`src/servo_tune_params.svh`:
```
`ifndef SERVO_TUNE_PARAMS_SVH
`define SERVO_TUNE_PARAMS_SVH

// byte offsets on the register bus
`define AV_CTRL        8'h00
`define AV_POLES       8'h04
`define AV_SELECT      8'h08
`define AV_STATUS      8'h0C
`define AV_IRQ_STAT    8'h10
`define AV_IRQ_CLR     8'h14
`define AV_IRQ_EN      8'h18
`define AV_RATED_V     8'h1C
`define AV_SET_BASE    8'h40
`define AV_SET_MASK    8'hE0
`define AV_SET_BIT     4
`define SET_RES        2'h0
`define SET_IND        2'h1
`define SET_ANGLE      2'h2
`define SET_GAINS      2'h3

// control register fields
`define CTRL_SW_EN     0
`define CTRL_REV       1
`define CTRL_SET2      2
`define CTRL_CARD_HI   6
`define CTRL_CARD_LO   4

// reset values and codes
`define RATED_V_RESET  16'h0190
`define POLES_RESET    8'h03
`define POLES_AUTO     8'h00
`define POLES_MAX      8'h3C
`define POLES_AUTO_NUM 8'h06
`define SEL_OFF        8'h00
`define SEL_GAINS      8'h06
`define CARD_AUTO      3'h3
`define CARD_BOOT      3'h4
`define TUNE_REVS_LAST 2'h1
`define NV_ITEM_ANGLE  2'h0

// interrupt bits
`define IRQ_DONE       0
`define IRQ_FAIL       1
`define IRQ_GAIN_BLK   2
`define IRQ_REFUSED    3

// timing
`define CLK_KHZ        40000
`define TUNE_TIME_MS   2000
`define TUNE_CYCLES    (`TUNE_TIME_MS * `CLK_KHZ)

`endif

```
`src/servo_tune_pkg.sv`:
```
package servo_tune_pkg;

  typedef enum logic [3:0] {
    ST_INHIBIT = 4'b0000,
    ST_STOP    = 4'b0001,
    ST_RUN     = 4'b0010,
    ST_ALIGN   = 4'b0011,
    ST_ROTATE  = 4'b0100,
    ST_SETTLE  = 4'b0101,
    ST_GAINS   = 4'b0110,
    ST_TRIP    = 4'b0111
  } tune_state_e;

  typedef struct packed {
    logic energize;
    logic rotate;
    logic reverse;
  } motor_cmd_s;

  typedef struct packed {
    logic        save;
    logic        card;
    logic        set2;
    logic [1:0]  item;
    logic [31:0] data;
  } nv_req_s;

  typedef struct packed {
    tune_state_e      fsm;
    logic             sw_en;
    logic             rev;
    logic             set2;
    logic [2:0]       card;
    logic [7:0]       poles;
    logic [7:0]       sel;
    logic [3:0]       irq_stat;
    logic [3:0]       irq_en;
    logic [15:0]      rated_v;
    logic [15:0]      volt_lim;
    logic [7:0]       eff_poles;
    logic [1:0][15:0] res;
    logic [1:0][15:0] ind;
    logic [1:0][15:0] angle;
    logic [1:0][15:0] pgain;
    logic [1:0][15:0] igain;
    logic [1:0]       revs;
    logic [26:0]      timer;
    logic             lock;
    logic             act_set2;
    logic             dir_rev;
    logic             ack;
    logic [31:0]      rdata;
    motor_cmd_s       cmd;
    nv_req_s          nv;
  } seq_state_s;

endpackage : servo_tune_pkg

```
`src/servo_autotune_sequencer.sv`:
```
`include "servo_tune_params.svh"
`timescale 1ns/1ps
`default_nettype none

module servo_autotune_sequencer
  import servo_tune_pkg::*;
#(
  parameter int unsigned TUNE_CYCLES = `TUNE_CYCLES
) (
  // clock and reset
  input  wire logic        ref_clk_in,
  input  wire logic        nrst_in,
  // register bus
  input  wire logic [7:0]  avs_address_in,
  input  wire logic        avs_read_in,
  input  wire logic        avs_write_in,
  input  wire logic [31:0] avs_writedata_in,
  output logic      [31:0] avs_readdata_out,
  output logic             avs_waitrequest_out,
  output logic             irq_out,
  // drive commands
  input  wire logic        enable_in,
  input  wire logic        ctrl_word_enable_in,
  input  wire logic        run_fwd_in,
  input  wire logic        run_reverse_command_in,
  // motor and encoder feedback
  input  wire logic        motor_stopped_in,
  input  wire logic        elec_rev_in,
  input  wire logic [15:0] encoder_angle_in,
  input  wire logic        trip_in,
  input  wire logic [15:0] headroom_volt_in,
  // power side and store
  output motor_cmd_s       motor_cmd_out,
  output nv_req_s          nv_req_out,
  output logic      [15:0] volt_limit_out,
  output logic      [7:0]  pole_count_out,
  output tune_state_e      drive_state_out,
  output logic      [15:0] current_loop_prop_gain_out,
  output logic      [15:0] current_loop_int_gain_out
);

  seq_state_s s_reg;
  seq_state_s s_next;
  logic       en_w;
  logic       run_w;
  logic       gains_ok_w;
  logic       tmo_w;
  logic       acc_w;
  logic       set_hit_w;
  logic [3:0] irq_set_w;
  logic [3:0] irq_clr_w;
  logic       testing_w;

  // enable needs all three sources, so any one of them removes it
  assign en_w       = enable_in & s_reg.sw_en & ctrl_word_enable_in;
  assign run_w      = run_fwd_in | run_reverse_command_in;
  assign gains_ok_w = (s_reg.res[s_reg.set2] != 16'h0000) && (s_reg.ind[s_reg.set2] != 16'h0000);
  assign tmo_w      = (s_reg.timer == 27'(TUNE_CYCLES - 1));
  assign acc_w      = (avs_read_in | avs_write_in) & ~s_reg.ack;
  assign set_hit_w  = ((avs_address_in & `AV_SET_MASK) == `AV_SET_BASE);
  assign testing_w  = (s_reg.fsm == ST_ALIGN) || (s_reg.fsm == ST_ROTATE) || (s_reg.fsm == ST_SETTLE);

  always_comb begin
    s_next      = s_reg;
    irq_set_w   = 4'h0;
    irq_clr_w   = 4'h0;
    s_next.ack  = acc_w;
    s_next.nv.save = 1'b0;
    s_next.nv.card = 1'b0;
    // background set-up values, refreshed every cycle
    s_next.volt_lim  = (s_reg.rated_v < headroom_volt_in) ? s_reg.rated_v : headroom_volt_in;
    s_next.eff_poles = (s_reg.poles == `POLES_AUTO) ? `POLES_AUTO_NUM : {s_reg.poles[6:0], 1'b0};
    // register writes land only in the answer cycle, when waitrequest is low
    if (s_reg.ack && avs_write_in) begin
      if (set_hit_w) begin
        case (avs_address_in[3:2])
          `SET_RES: s_next.res[avs_address_in[`AV_SET_BIT]] = avs_writedata_in[15:0];
          `SET_IND: s_next.ind[avs_address_in[`AV_SET_BIT]] = avs_writedata_in[15:0];
          `SET_ANGLE: s_next.angle[avs_address_in[`AV_SET_BIT]] = avs_writedata_in[15:0];
          default: begin
            s_next.pgain[avs_address_in[`AV_SET_BIT]] = avs_writedata_in[15:0];
            s_next.igain[avs_address_in[`AV_SET_BIT]] = avs_writedata_in[31:16];
          end
        endcase
      end else begin
        case (avs_address_in)
          `AV_CTRL: begin
            s_next.sw_en = avs_writedata_in[`CTRL_SW_EN];
            s_next.rev   = avs_writedata_in[`CTRL_REV];
            s_next.set2  = avs_writedata_in[`CTRL_SET2];
            s_next.card  = avs_writedata_in[`CTRL_CARD_HI:`CTRL_CARD_LO];
          end
          `AV_POLES: begin
            // out-of-range codes are dropped, not clipped
            if (avs_writedata_in[7:0] <= `POLES_MAX && avs_writedata_in[31:8] == 24'h00_0000) begin
              s_next.poles = avs_writedata_in[7:0];
            end
          end
          `AV_SELECT: begin
            if (avs_writedata_in[7:0] <= `SEL_GAINS && avs_writedata_in[31:8] == 24'h00_0000) begin
              s_next.sel = avs_writedata_in[7:0];
            end
          end
          `AV_IRQ_CLR: irq_clr_w = avs_writedata_in[3:0];
          `AV_IRQ_EN: s_next.irq_en = avs_writedata_in[3:0];
          `AV_RATED_V: s_next.rated_v = avs_writedata_in[15:0];
          default: ;
        endcase
      end
    end
    // register reads, unmapped words read zero
    if (acc_w && avs_read_in) begin
      s_next.rdata = 32'h0000_0000;
      if (set_hit_w) begin
        case (avs_address_in[3:2])
          `SET_RES: s_next.rdata[15:0] = s_reg.res[avs_address_in[`AV_SET_BIT]];
          `SET_IND: s_next.rdata[15:0] = s_reg.ind[avs_address_in[`AV_SET_BIT]];
          `SET_ANGLE: s_next.rdata[15:0] = s_reg.angle[avs_address_in[`AV_SET_BIT]];
          default: s_next.rdata = {s_reg.igain[avs_address_in[`AV_SET_BIT]], s_reg.pgain[avs_address_in[`AV_SET_BIT]]};
        endcase
      end else begin
        case (avs_address_in)
          `AV_CTRL: begin
            s_next.rdata[`CTRL_SW_EN] = s_reg.sw_en;
            s_next.rdata[`CTRL_REV]   = s_reg.rev;
            s_next.rdata[`CTRL_SET2]  = s_reg.set2;
            s_next.rdata[`CTRL_CARD_HI:`CTRL_CARD_LO] = s_reg.card;
          end
          `AV_POLES: s_next.rdata[7:0] = s_reg.poles;
          `AV_SELECT: s_next.rdata[7:0] = s_reg.sel;
          `AV_STATUS: s_next.rdata[15:0] = {s_reg.fsm, s_reg.lock, s_reg.act_set2, gains_ok_w, 1'b0, s_reg.eff_poles};
          `AV_IRQ_STAT: s_next.rdata[3:0] = s_reg.irq_stat;
          `AV_IRQ_EN: s_next.rdata[3:0] = s_reg.irq_en;
          `AV_RATED_V: s_next.rdata[15:0] = s_reg.rated_v;
          default: ;
        endcase
      end
    end
    // sequencer, one step per sampled level
    if (testing_w) begin
      s_next.timer = s_reg.timer + 27'h000_0001;
    end
    case (s_reg.fsm)
      ST_INHIBIT: begin
        if (!en_w) begin
          s_next.lock = 1'b0;
        end
        if (s_reg.sel == `SEL_GAINS) begin
          s_next.fsm = ST_GAINS;
        end else if (en_w && !s_reg.lock) begin
          if (run_w && s_reg.sel != `SEL_OFF) begin
            s_next.fsm      = ST_ALIGN;
            s_next.act_set2 = s_reg.set2;
            s_next.dir_rev  = s_reg.rev;
            s_next.timer    = 27'h000_0000;
            s_next.revs     = 2'h0;
          end else if (run_w) begin
            s_next.fsm = ST_RUN;
          end else if (s_reg.sel == `SEL_OFF) begin
            s_next.fsm = ST_STOP;
          end
        end
      end
      ST_STOP: begin
        if (s_reg.sel == `SEL_GAINS) begin
          s_next.fsm = ST_GAINS;
        end else if (!en_w) begin
          s_next.fsm = ST_INHIBIT;
        end else if (run_w && s_reg.sel == `SEL_OFF) begin
          s_next.fsm = ST_RUN;
        end else if (run_w) begin
          irq_set_w[`IRQ_REFUSED] = 1'b1;
        end
      end
      ST_RUN: begin
        if (!en_w || (!run_w && s_reg.sel != `SEL_OFF)) begin
          s_next.fsm = ST_INHIBIT;
        end else if (!run_w) begin
          s_next.fsm = ST_STOP;
        end
      end
      ST_ALIGN: begin
        // the rotor may snap up to half a revolution while it aligns
        if (motor_stopped_in) begin
          s_next.fsm = ST_ROTATE;
        end
      end
      ST_ROTATE: begin
        if (elec_rev_in) begin
          s_next.revs = s_reg.revs + 2'h1;
          if (s_reg.revs == `TUNE_REVS_LAST) begin
            s_next.fsm = ST_SETTLE;
          end
        end
      end
      ST_SETTLE: begin
        // capture only at rest, a moving rotor gives a skewed angle
        if (motor_stopped_in) begin
          s_next.angle[s_reg.act_set2] = encoder_angle_in;
          s_next.nv.save = 1'b1;
          s_next.nv.card = (s_reg.card == `CARD_AUTO) || (s_reg.card == `CARD_BOOT);
          s_next.nv.set2 = s_reg.act_set2;
          s_next.nv.item = `NV_ITEM_ANGLE;
          s_next.nv.data = {16'h0000, encoder_angle_in};
          s_next.sel     = `SEL_OFF;
          s_next.lock    = 1'b1;
          s_next.fsm     = ST_INHIBIT;
          irq_set_w[`IRQ_DONE] = 1'b1;
        end
      end
      ST_GAINS: begin
        if (gains_ok_w) begin
          s_next.pgain[s_reg.set2] = s_reg.ind[s_reg.set2];
          s_next.igain[s_reg.set2] = s_reg.res[s_reg.set2];
        end else begin
          irq_set_w[`IRQ_GAIN_BLK] = 1'b1;
        end
        s_next.sel = `SEL_OFF;
        s_next.fsm = ST_INHIBIT;
      end
      ST_TRIP: begin
        s_next.sel = `SEL_OFF;
        if (!en_w) begin
          s_next.fsm = ST_INHIBIT;
        end
      end
      default: s_next.fsm = ST_INHIBIT;
    endcase
    // a trip or overrun aborts the sequence before the store request goes out, though a settle capture still updates the angle register
    if (testing_w && (trip_in || tmo_w)) begin
      s_next.fsm     = ST_TRIP;
      s_next.nv.save = 1'b0;
      s_next.nv.card = 1'b0;
      s_next.sel     = s_reg.sel;
      s_next.lock    = 1'b0;
      irq_set_w      = 4'h0;
      irq_set_w[`IRQ_FAIL] = 1'b1;
    end
    s_next.cmd.energize = (s_next.fsm == ST_ALIGN) || (s_next.fsm == ST_ROTATE) || (s_next.fsm == ST_SETTLE);
    s_next.cmd.rotate   = (s_next.fsm == ST_ROTATE);
    s_next.cmd.reverse  = s_next.dir_rev;
    // a new event beats a clear in the same cycle
    s_next.irq_stat = (s_reg.irq_stat & ~irq_clr_w) | irq_set_w;
  end

  always_ff @(posedge ref_clk_in) begin
    if (!nrst_in) begin
      s_reg           <= '0;
      s_reg.fsm       <= ST_INHIBIT;
      s_reg.poles     <= `POLES_RESET;
      s_reg.sel       <= `SEL_OFF;
      s_reg.rated_v   <= `RATED_V_RESET;
      s_reg.eff_poles <= `POLES_AUTO_NUM;
    end else begin
      s_reg <= s_next;
    end
  end

  assign avs_waitrequest_out        = acc_w;
  assign avs_readdata_out           = s_reg.rdata;
  assign irq_out                    = |(s_reg.irq_stat & s_reg.irq_en);
  assign motor_cmd_out              = s_reg.cmd;
  assign nv_req_out                 = s_reg.nv;
  assign volt_limit_out             = s_reg.volt_lim;
  assign pole_count_out             = s_reg.eff_poles;
  assign drive_state_out            = s_reg.fsm;
  assign current_loop_prop_gain_out = s_reg.pgain[s_reg.set2];
  assign current_loop_int_gain_out  = s_reg.igain[s_reg.set2];
endmodule : servo_autotune_sequencer

`default_nettype wire

```
`config.mk`:
```
export PLATFORM = sky130hd
export DESIGN_NAME = servo_autotune_sequencer
export DESIGN_NICKNAME = d
export VERILOG_FILES = /design/src/servo_tune_pkg.sv /design/src/servo_autotune_sequencer.sv
export VERILOG_INCLUDE_DIRS = /design/src
export SDC_FILE = /design/constraint.sdc
export NUM_CORES = 1
export LEC_CHECK = 0
export BUFFER_PORTS_ARGS = -buffer_cell sky130_fd_sc_hd__buf_4
export CAP_MARGIN = 20
export CORE_MARGIN = 3
export CORE_UTILIZATION = 40
export CTS_BUF_LIST = sky130_fd_sc_hd__clkbuf_16
export DETAILED_ROUTE_END_ITERATION = 16
export GPL_ROUTABILITY_DRIVEN = 0
export PLACE_DENSITY = 0.58
export SLEW_MARGIN = 20
export SYNTH_ARGS = -nofsm -noshare
export SYNTH_HDL_FRONTEND = slang
export SYNTH_SLANG_ARGS = --single-unit
export TNS_END_PERCENT = 50
```
`constraint.sdc`:
```
create_clock -name ref_clk_in -period 3.9 [get_ports ref_clk_in]
set_clock_uncertainty 0.05 [all_clocks]
set_input_delay 1.17 -clock ref_clk_in [delete_from_list [all_inputs] [get_ports ref_clk_in]]
set_output_delay 1.17 -clock ref_clk_in [all_outputs]
set_load 0.01 [all_outputs]
```
; Yosys cells after proc, flatten, opt, wreduce, memory -nomap -nowiden
; Index checks and enable logic that the tools add are counted.
[word_totals]
word_cells = 245
reg_bits = 320
in_bits = 83
output_inout_bits = 134
[classes]
n_bitwise = 15
mux = 101
eq_ne = 31
order_cmp = 9
reduce_logical = 51
addsub = 2
[op_table]
columns = op, n
row1 = 16-bit two-way mux, 25
row2 = 32-bit bitwise mux, 8
row3 = 64-bit two-way mux, 3
row4 = 96-bit two-way mux, 2
row5 = 32-bit two-way mux, 3
row6 = 29-bit two-way mux, 3
row7 = 4-bit two-way mux, 20
row8 = 27-bit two-way mux, 2
row9 = 16-bit demux with 1-bit select, 3
row10 = 16-bit one-hot mux with 3 select lines, 1
row11 = 8-bit two-way mux, 5
row12 = 37-bit two-way mux, 1
row13 = "8-bit by 5-bit == test with 1-bit output, second input constant", 4
row14 = 8-bit one-hot mux with 2 select lines, 2
row15 = 16-bit nonzero test, 2
row16 = 4-bit one-hot mux with 7 select lines, 1
row17 = "27-bit by 1-bit adder with 27-bit output, second input constant", 1
row18 = "27-bit == test, second input constant", 1
row19 = "4-bit by 3-bit == test with 1-bit output, second input constant", 6
row20 = 24-bit logical NOT, 1
row21 = 8-bit logical NOT, 3
row22 = 3-bit one-hot mux with 7 select lines, 1
row23 = 3-bit AND reduction, 6
row24 = "8-bit by 3-bit == test with 1-bit output, second input constant", 2
row25 = 40 further kinds, 103

; Longest topological paths before layout
[logic_depth]
depth_word = 11
mapped_depth = 9
ltp_nobuf = 8

; Worst setup path before layout
; No wires, ideal clock.
[synth_timing]
path_kind = input-to-reg
start = input headroom_volt_in[2]
end = register s_reg, in the netlist volt_limit_out[10]
required_time_ps = 3778
path_stages = 9
slack_ps = 625
arrival_ps = 3153
setup_time_ps = 72
path_buffers = 1
path_cell_list = inv_1 -> ha_1 -> a21oi_1 -> o21ai_0 -> a221oi_1 -> o311ai_0 -> a21oi_1 -> buf_2 -> mux2i_1
[synth_via]
elab_chain_len = 2
[synth_rtl]
columns = item, line_no
row1 = from (decl), servo_autotune_sequencer.sv:31  ; input wire logic [15:0] headroom_volt_in,
row2 = 16-bit less-than comparator, servo_autotune_sequencer.sv:71  ; s_next.volt_lim = (s_reg.rated_v < headroom_volt_in) ? s_reg.rated_v : headroom_volt_in;
row3 = 16-bit two-way mux, servo_autotune_sequencer.sv:71
row4 = to (signal assigned), servo_autotune_sequencer.sv:255  ; s_reg <= s_next;
row5 = to (decl), servo_autotune_sequencer.sv:42  ; seq_state_s s_reg;
; Every way passes these cells.
; A chain may end at the register's enable or synchronous reset.

; Final worst setup path
[layout_timing]
start = register s_reg[332] (netlist name)
end = output current_loop_prop_gain_out[3]
[layout_via]
elab_chain_len = 2
[layout_rtl]
columns = item, line_no
row1 = 16-bit two-way mux (implied by the code) (2 in a row), servo_autotune_sequencer.sv:267  ; assign current_loop_prop_gain_out = s_reg.pgain[s_reg.set2];
row2 = to (decl), servo_autotune_sequencer.sv:38  ; output logic [15:0] current_loop_prop_gain_out,
; Every way passes these cells. The select of a mux whose other input is x is not followed.

==> qor.csv <==
stage,metric,value,unit
power,Cell Pwr Density,387,nW/um^2
sta,Max Freq,310,MHz
grt,largest net degree at the start of global routing,95,
final_layout,P&R area growth vs syn,15.9,%
status,status,"complete, no violations",
floorplanning,std cell rows,73,
routing,Metal-1 WL,22900,um
routing,overall routed net length,52300,um
grt,initial antenna violation count,1,
grt,global-route wire length before repair,79500,um
routing,drt drc,0,
cts,TritonCTS clock tree,built,
routing,First-pass DRT Iterations,5,
setup_path,Worst Setup End Kind,output port,
final_layout,ant diodes,0,
cts,CTS sink count,319,
routing,metal2 WL,24300,um
grt,grt ovf,0,
yosys,"area leader, netlist",dfxtp_1,
setup_path,Arrival @ worst endpoint,2.00,ns
yosys,asr flop ratio synth,0,%
min_path,worst min path class,flop to flop,
routing,antenna-violating nets left,0,
grt,Total Routing Usage GR,23.3,%
setup_path,CP Data Required Time,2.68,ns
sta,Slew Limit Fails,0,
routing,DR iter-0 viols,1376,
place,Post-DP HPWL,37400,um
floorplanning,initial core utilization,40.6,%
place,placed cell area,17600,um^2
yosys,Yosys cell types,64,
cts,postcts setup bufs,0,
cts,total CTS buffers,38,
yosys,Synth top area share,39.4,%
setup_path,critical path class,flop to output port,
setup_path,crit-path max FO,35,
setup_path,R2R Setup Slk,0.96,ns
yosys,Yosys warnings,0,
sta,final period utilization,82.7,%
place,Place WS,0.213,ns
place,IO Port Bufs,197,
final_layout,fin nets,1996,
final_layout,fin area,18800,um^2
yosys,sequential fraction of the synthesis area,39.4,%
cts,H-tree depth,2,
sta,unrepaired setup endpoints after global routing,no,
sta,minimum clock period,3.22,ns
routing,vias per cell,5.58,
cts,Root Driver,clkbuf_16,
routing,met3 wire length,3710,um
grt,number of global-route vias before repair,13003,
floorplanning,Die Width,207,um
cts,clock latency on the worst-skew pair,0.55,ns
yosys,Synth Flop Type,dfxtp_1,
final_layout,fraction of layout cells with a size suffix above 1,20.0,%
cts,clk slew on worst S/H paths,0.06,ns
sta,Fin. Hold Viols,0,
sta,worst setup margin,0.676,ns
floorplanning,Die Y,207,um
floorplanning,die area,43000,um^2
power,Leak,7.35,nW
sta,worst slew pin tran,1.07,ns
floorplanning,Ports,217,
power,worst vdd ir,0.000238,V
yosys,Synth Cell Area,16200,um^2
sta,setup TNS,0,ns
final_layout,max reg flops,238,
yosys,Gate Count Post-Synth,1818,
job,# Max-Cap Violations,0,
cts,Clock Path Buffers,3,
sta,Final setup viols,0,
cts,post-cts sizing count,0,
setup_path,critical path launch point type,flop,
yosys,post-synthesis area per instance,8.92,um^2
routing,Wirelength per Cell,21.4,um
cts,hold buffers post-CTS,0,
floorplanning,Core Footprint,39900,um^2
routing,Top Metal Used,met4,
yosys,Post-synth EDFFs,0,
sta,Slew HR,29.0,%
yosys,Synth area leaders,"dfxtp_1 39%, mux2i_1 14%, nor2_1 6.4%, buf_4 5.0%, a211oi_1 4.8%",
yosys,Synth Register Bits,319,
routing,vias,13652,
-- layout make-up --
| type | count | area [um^2] |
|---|---|---|
| Clock inverter | 26 | 216 |
| Clock buffer | 41 | 1030 |
| Tap cell | 525 | 657 |
| Timing Repair Buffer | 250 | 1930 |
| Fill cell | 3864 | 21100 |
| Sequential cell | 319 | 6390 |
| Multi-Input combinational cell | 1260 | 8480 |
| Inverter | 27 | 106 |
-- Yosys cell counts, types with 5 or more instances --
library cell and count:
nor4_1 30, clkbuf_1 88, a22oi_1 25, buf_2 25, mux2i_1 233, mux2_2 50
nor2b_1 8, nor2_1 276, o221ai_1 7, nand4_1 15, buf_4 107, nand2b_1 7
o21ai_0 33, nand2_1 170, mux4_2 15, dfxtp_1 319, ha_1 17, xnor2_1 11
a31oi_1 16, and2_1 9, nor3b_1 5, o2bb2ai_1 7, nand3_1 27, buf_6 5
inv_1 26, a221oi_1 8, o22ai_1 5, a211oi_1 104, nor3_1 20, xor2_1 15
a21oi_1 60, or3_1 5, and3_1 15, buf_1 5
-- worst max-delay path, cell delays in order, from the launching register on --
cell,delay [ns]
dfxtp_1,0.31
buf_4,0.46
mux2_2,0.46
buf_4,0.16
-- per-layer routing --
| layer | global-route usage (%) | vias up |
|---|---|---|
| li1 | - | 6472 |
| met1 | 32.0 | 6604 |
| met2 | 37.7 | 502 |
| met3 | 3.87 | 74 |
| met4 | 6.95 | 0 |
| met5 | 0 | - |
-- placed cells by master, fill, tap and decap left out, types with 16 or more instances in the layout --
cell type / instances
dfxtp_1: 319
nor2_1: 276
buf_4: 246
mux2i_1: 233
nand2_1: 169
a211oi_1: 104
a21oi_1: 59
mux2_2: 50
clkbuf_16: 41
o21ai_0: 33
nor4_1: 30
inv_1: 28
nand3_1: 27
a22oi_1: 25
conb_1: 20
nor3_1: 18
ha_1: 17
a31oi_1: 16
-- report_power, final --
| part | leakage, nW | internal [mW] | switching, mW | total [mW] |
|---|---|---|---|---|
| Combinational | 4.16 | 0.143 | 0.274 | 0.416 |
| Clock | 0.613 | 2.15 | 1.43 | 3.57 |
| Sequential | 2.57 | 3.27 | 0.0125 | 3.28 |
-- per-stage QoR --
| step | instances | utilization (%) | hold slack (ns) | power [mW] |
|---|---|---|---|---|
| 2_1_floorplan | 1837 | - | 0.373 | 3.58 |
| 3_3_place_gp | 2381 | 44.0 | 0.395 | 3.76 |
| 3_5_place_dp | 2381 | 44.0 | 0.401 | 3.77 |
| 4_1_cts | 2448 | 47.1 | 0.408 | 7.34 |
| 5_1_grt | 2448 | 47.1 | 0.422 | 7.48 |
| 6_report | 2448 | 47.1 | 0.404 | 7.27 |
-- cells by family after synthesis --
family                   after synthesis  share of synthesized area (%)
other                                  1                         0.0231
flip-flops                           319                           39.4
XOR/XNOR                              26                           1.40
adder cells (fa/ha/maj)               17                           1.31
multiplexers                         298                           19.9
AO/OA/AOI/OAI                        287                           12.1
buffers and inverters                258                           8.94
AND/OR/NAND/NOR                      612                           17.0
-- worst paths after layout --
| kind | startpoint | end | depth (start not counted) |
|---|---|---|---|
| setup reg to reg | drive_state_out[3] | s_reg[127] | 6 |
| hold / removal | nv_req_out[34] | nv_req_out[34] | 2 |
| setup / recovery | s_reg[332] | current_loop_prop_gain_out[3] | 3 |
| hold reg to reg | nv_req_out[34] | nv_req_out[34] | 2 |
Power figures use the tool's default switching activity.
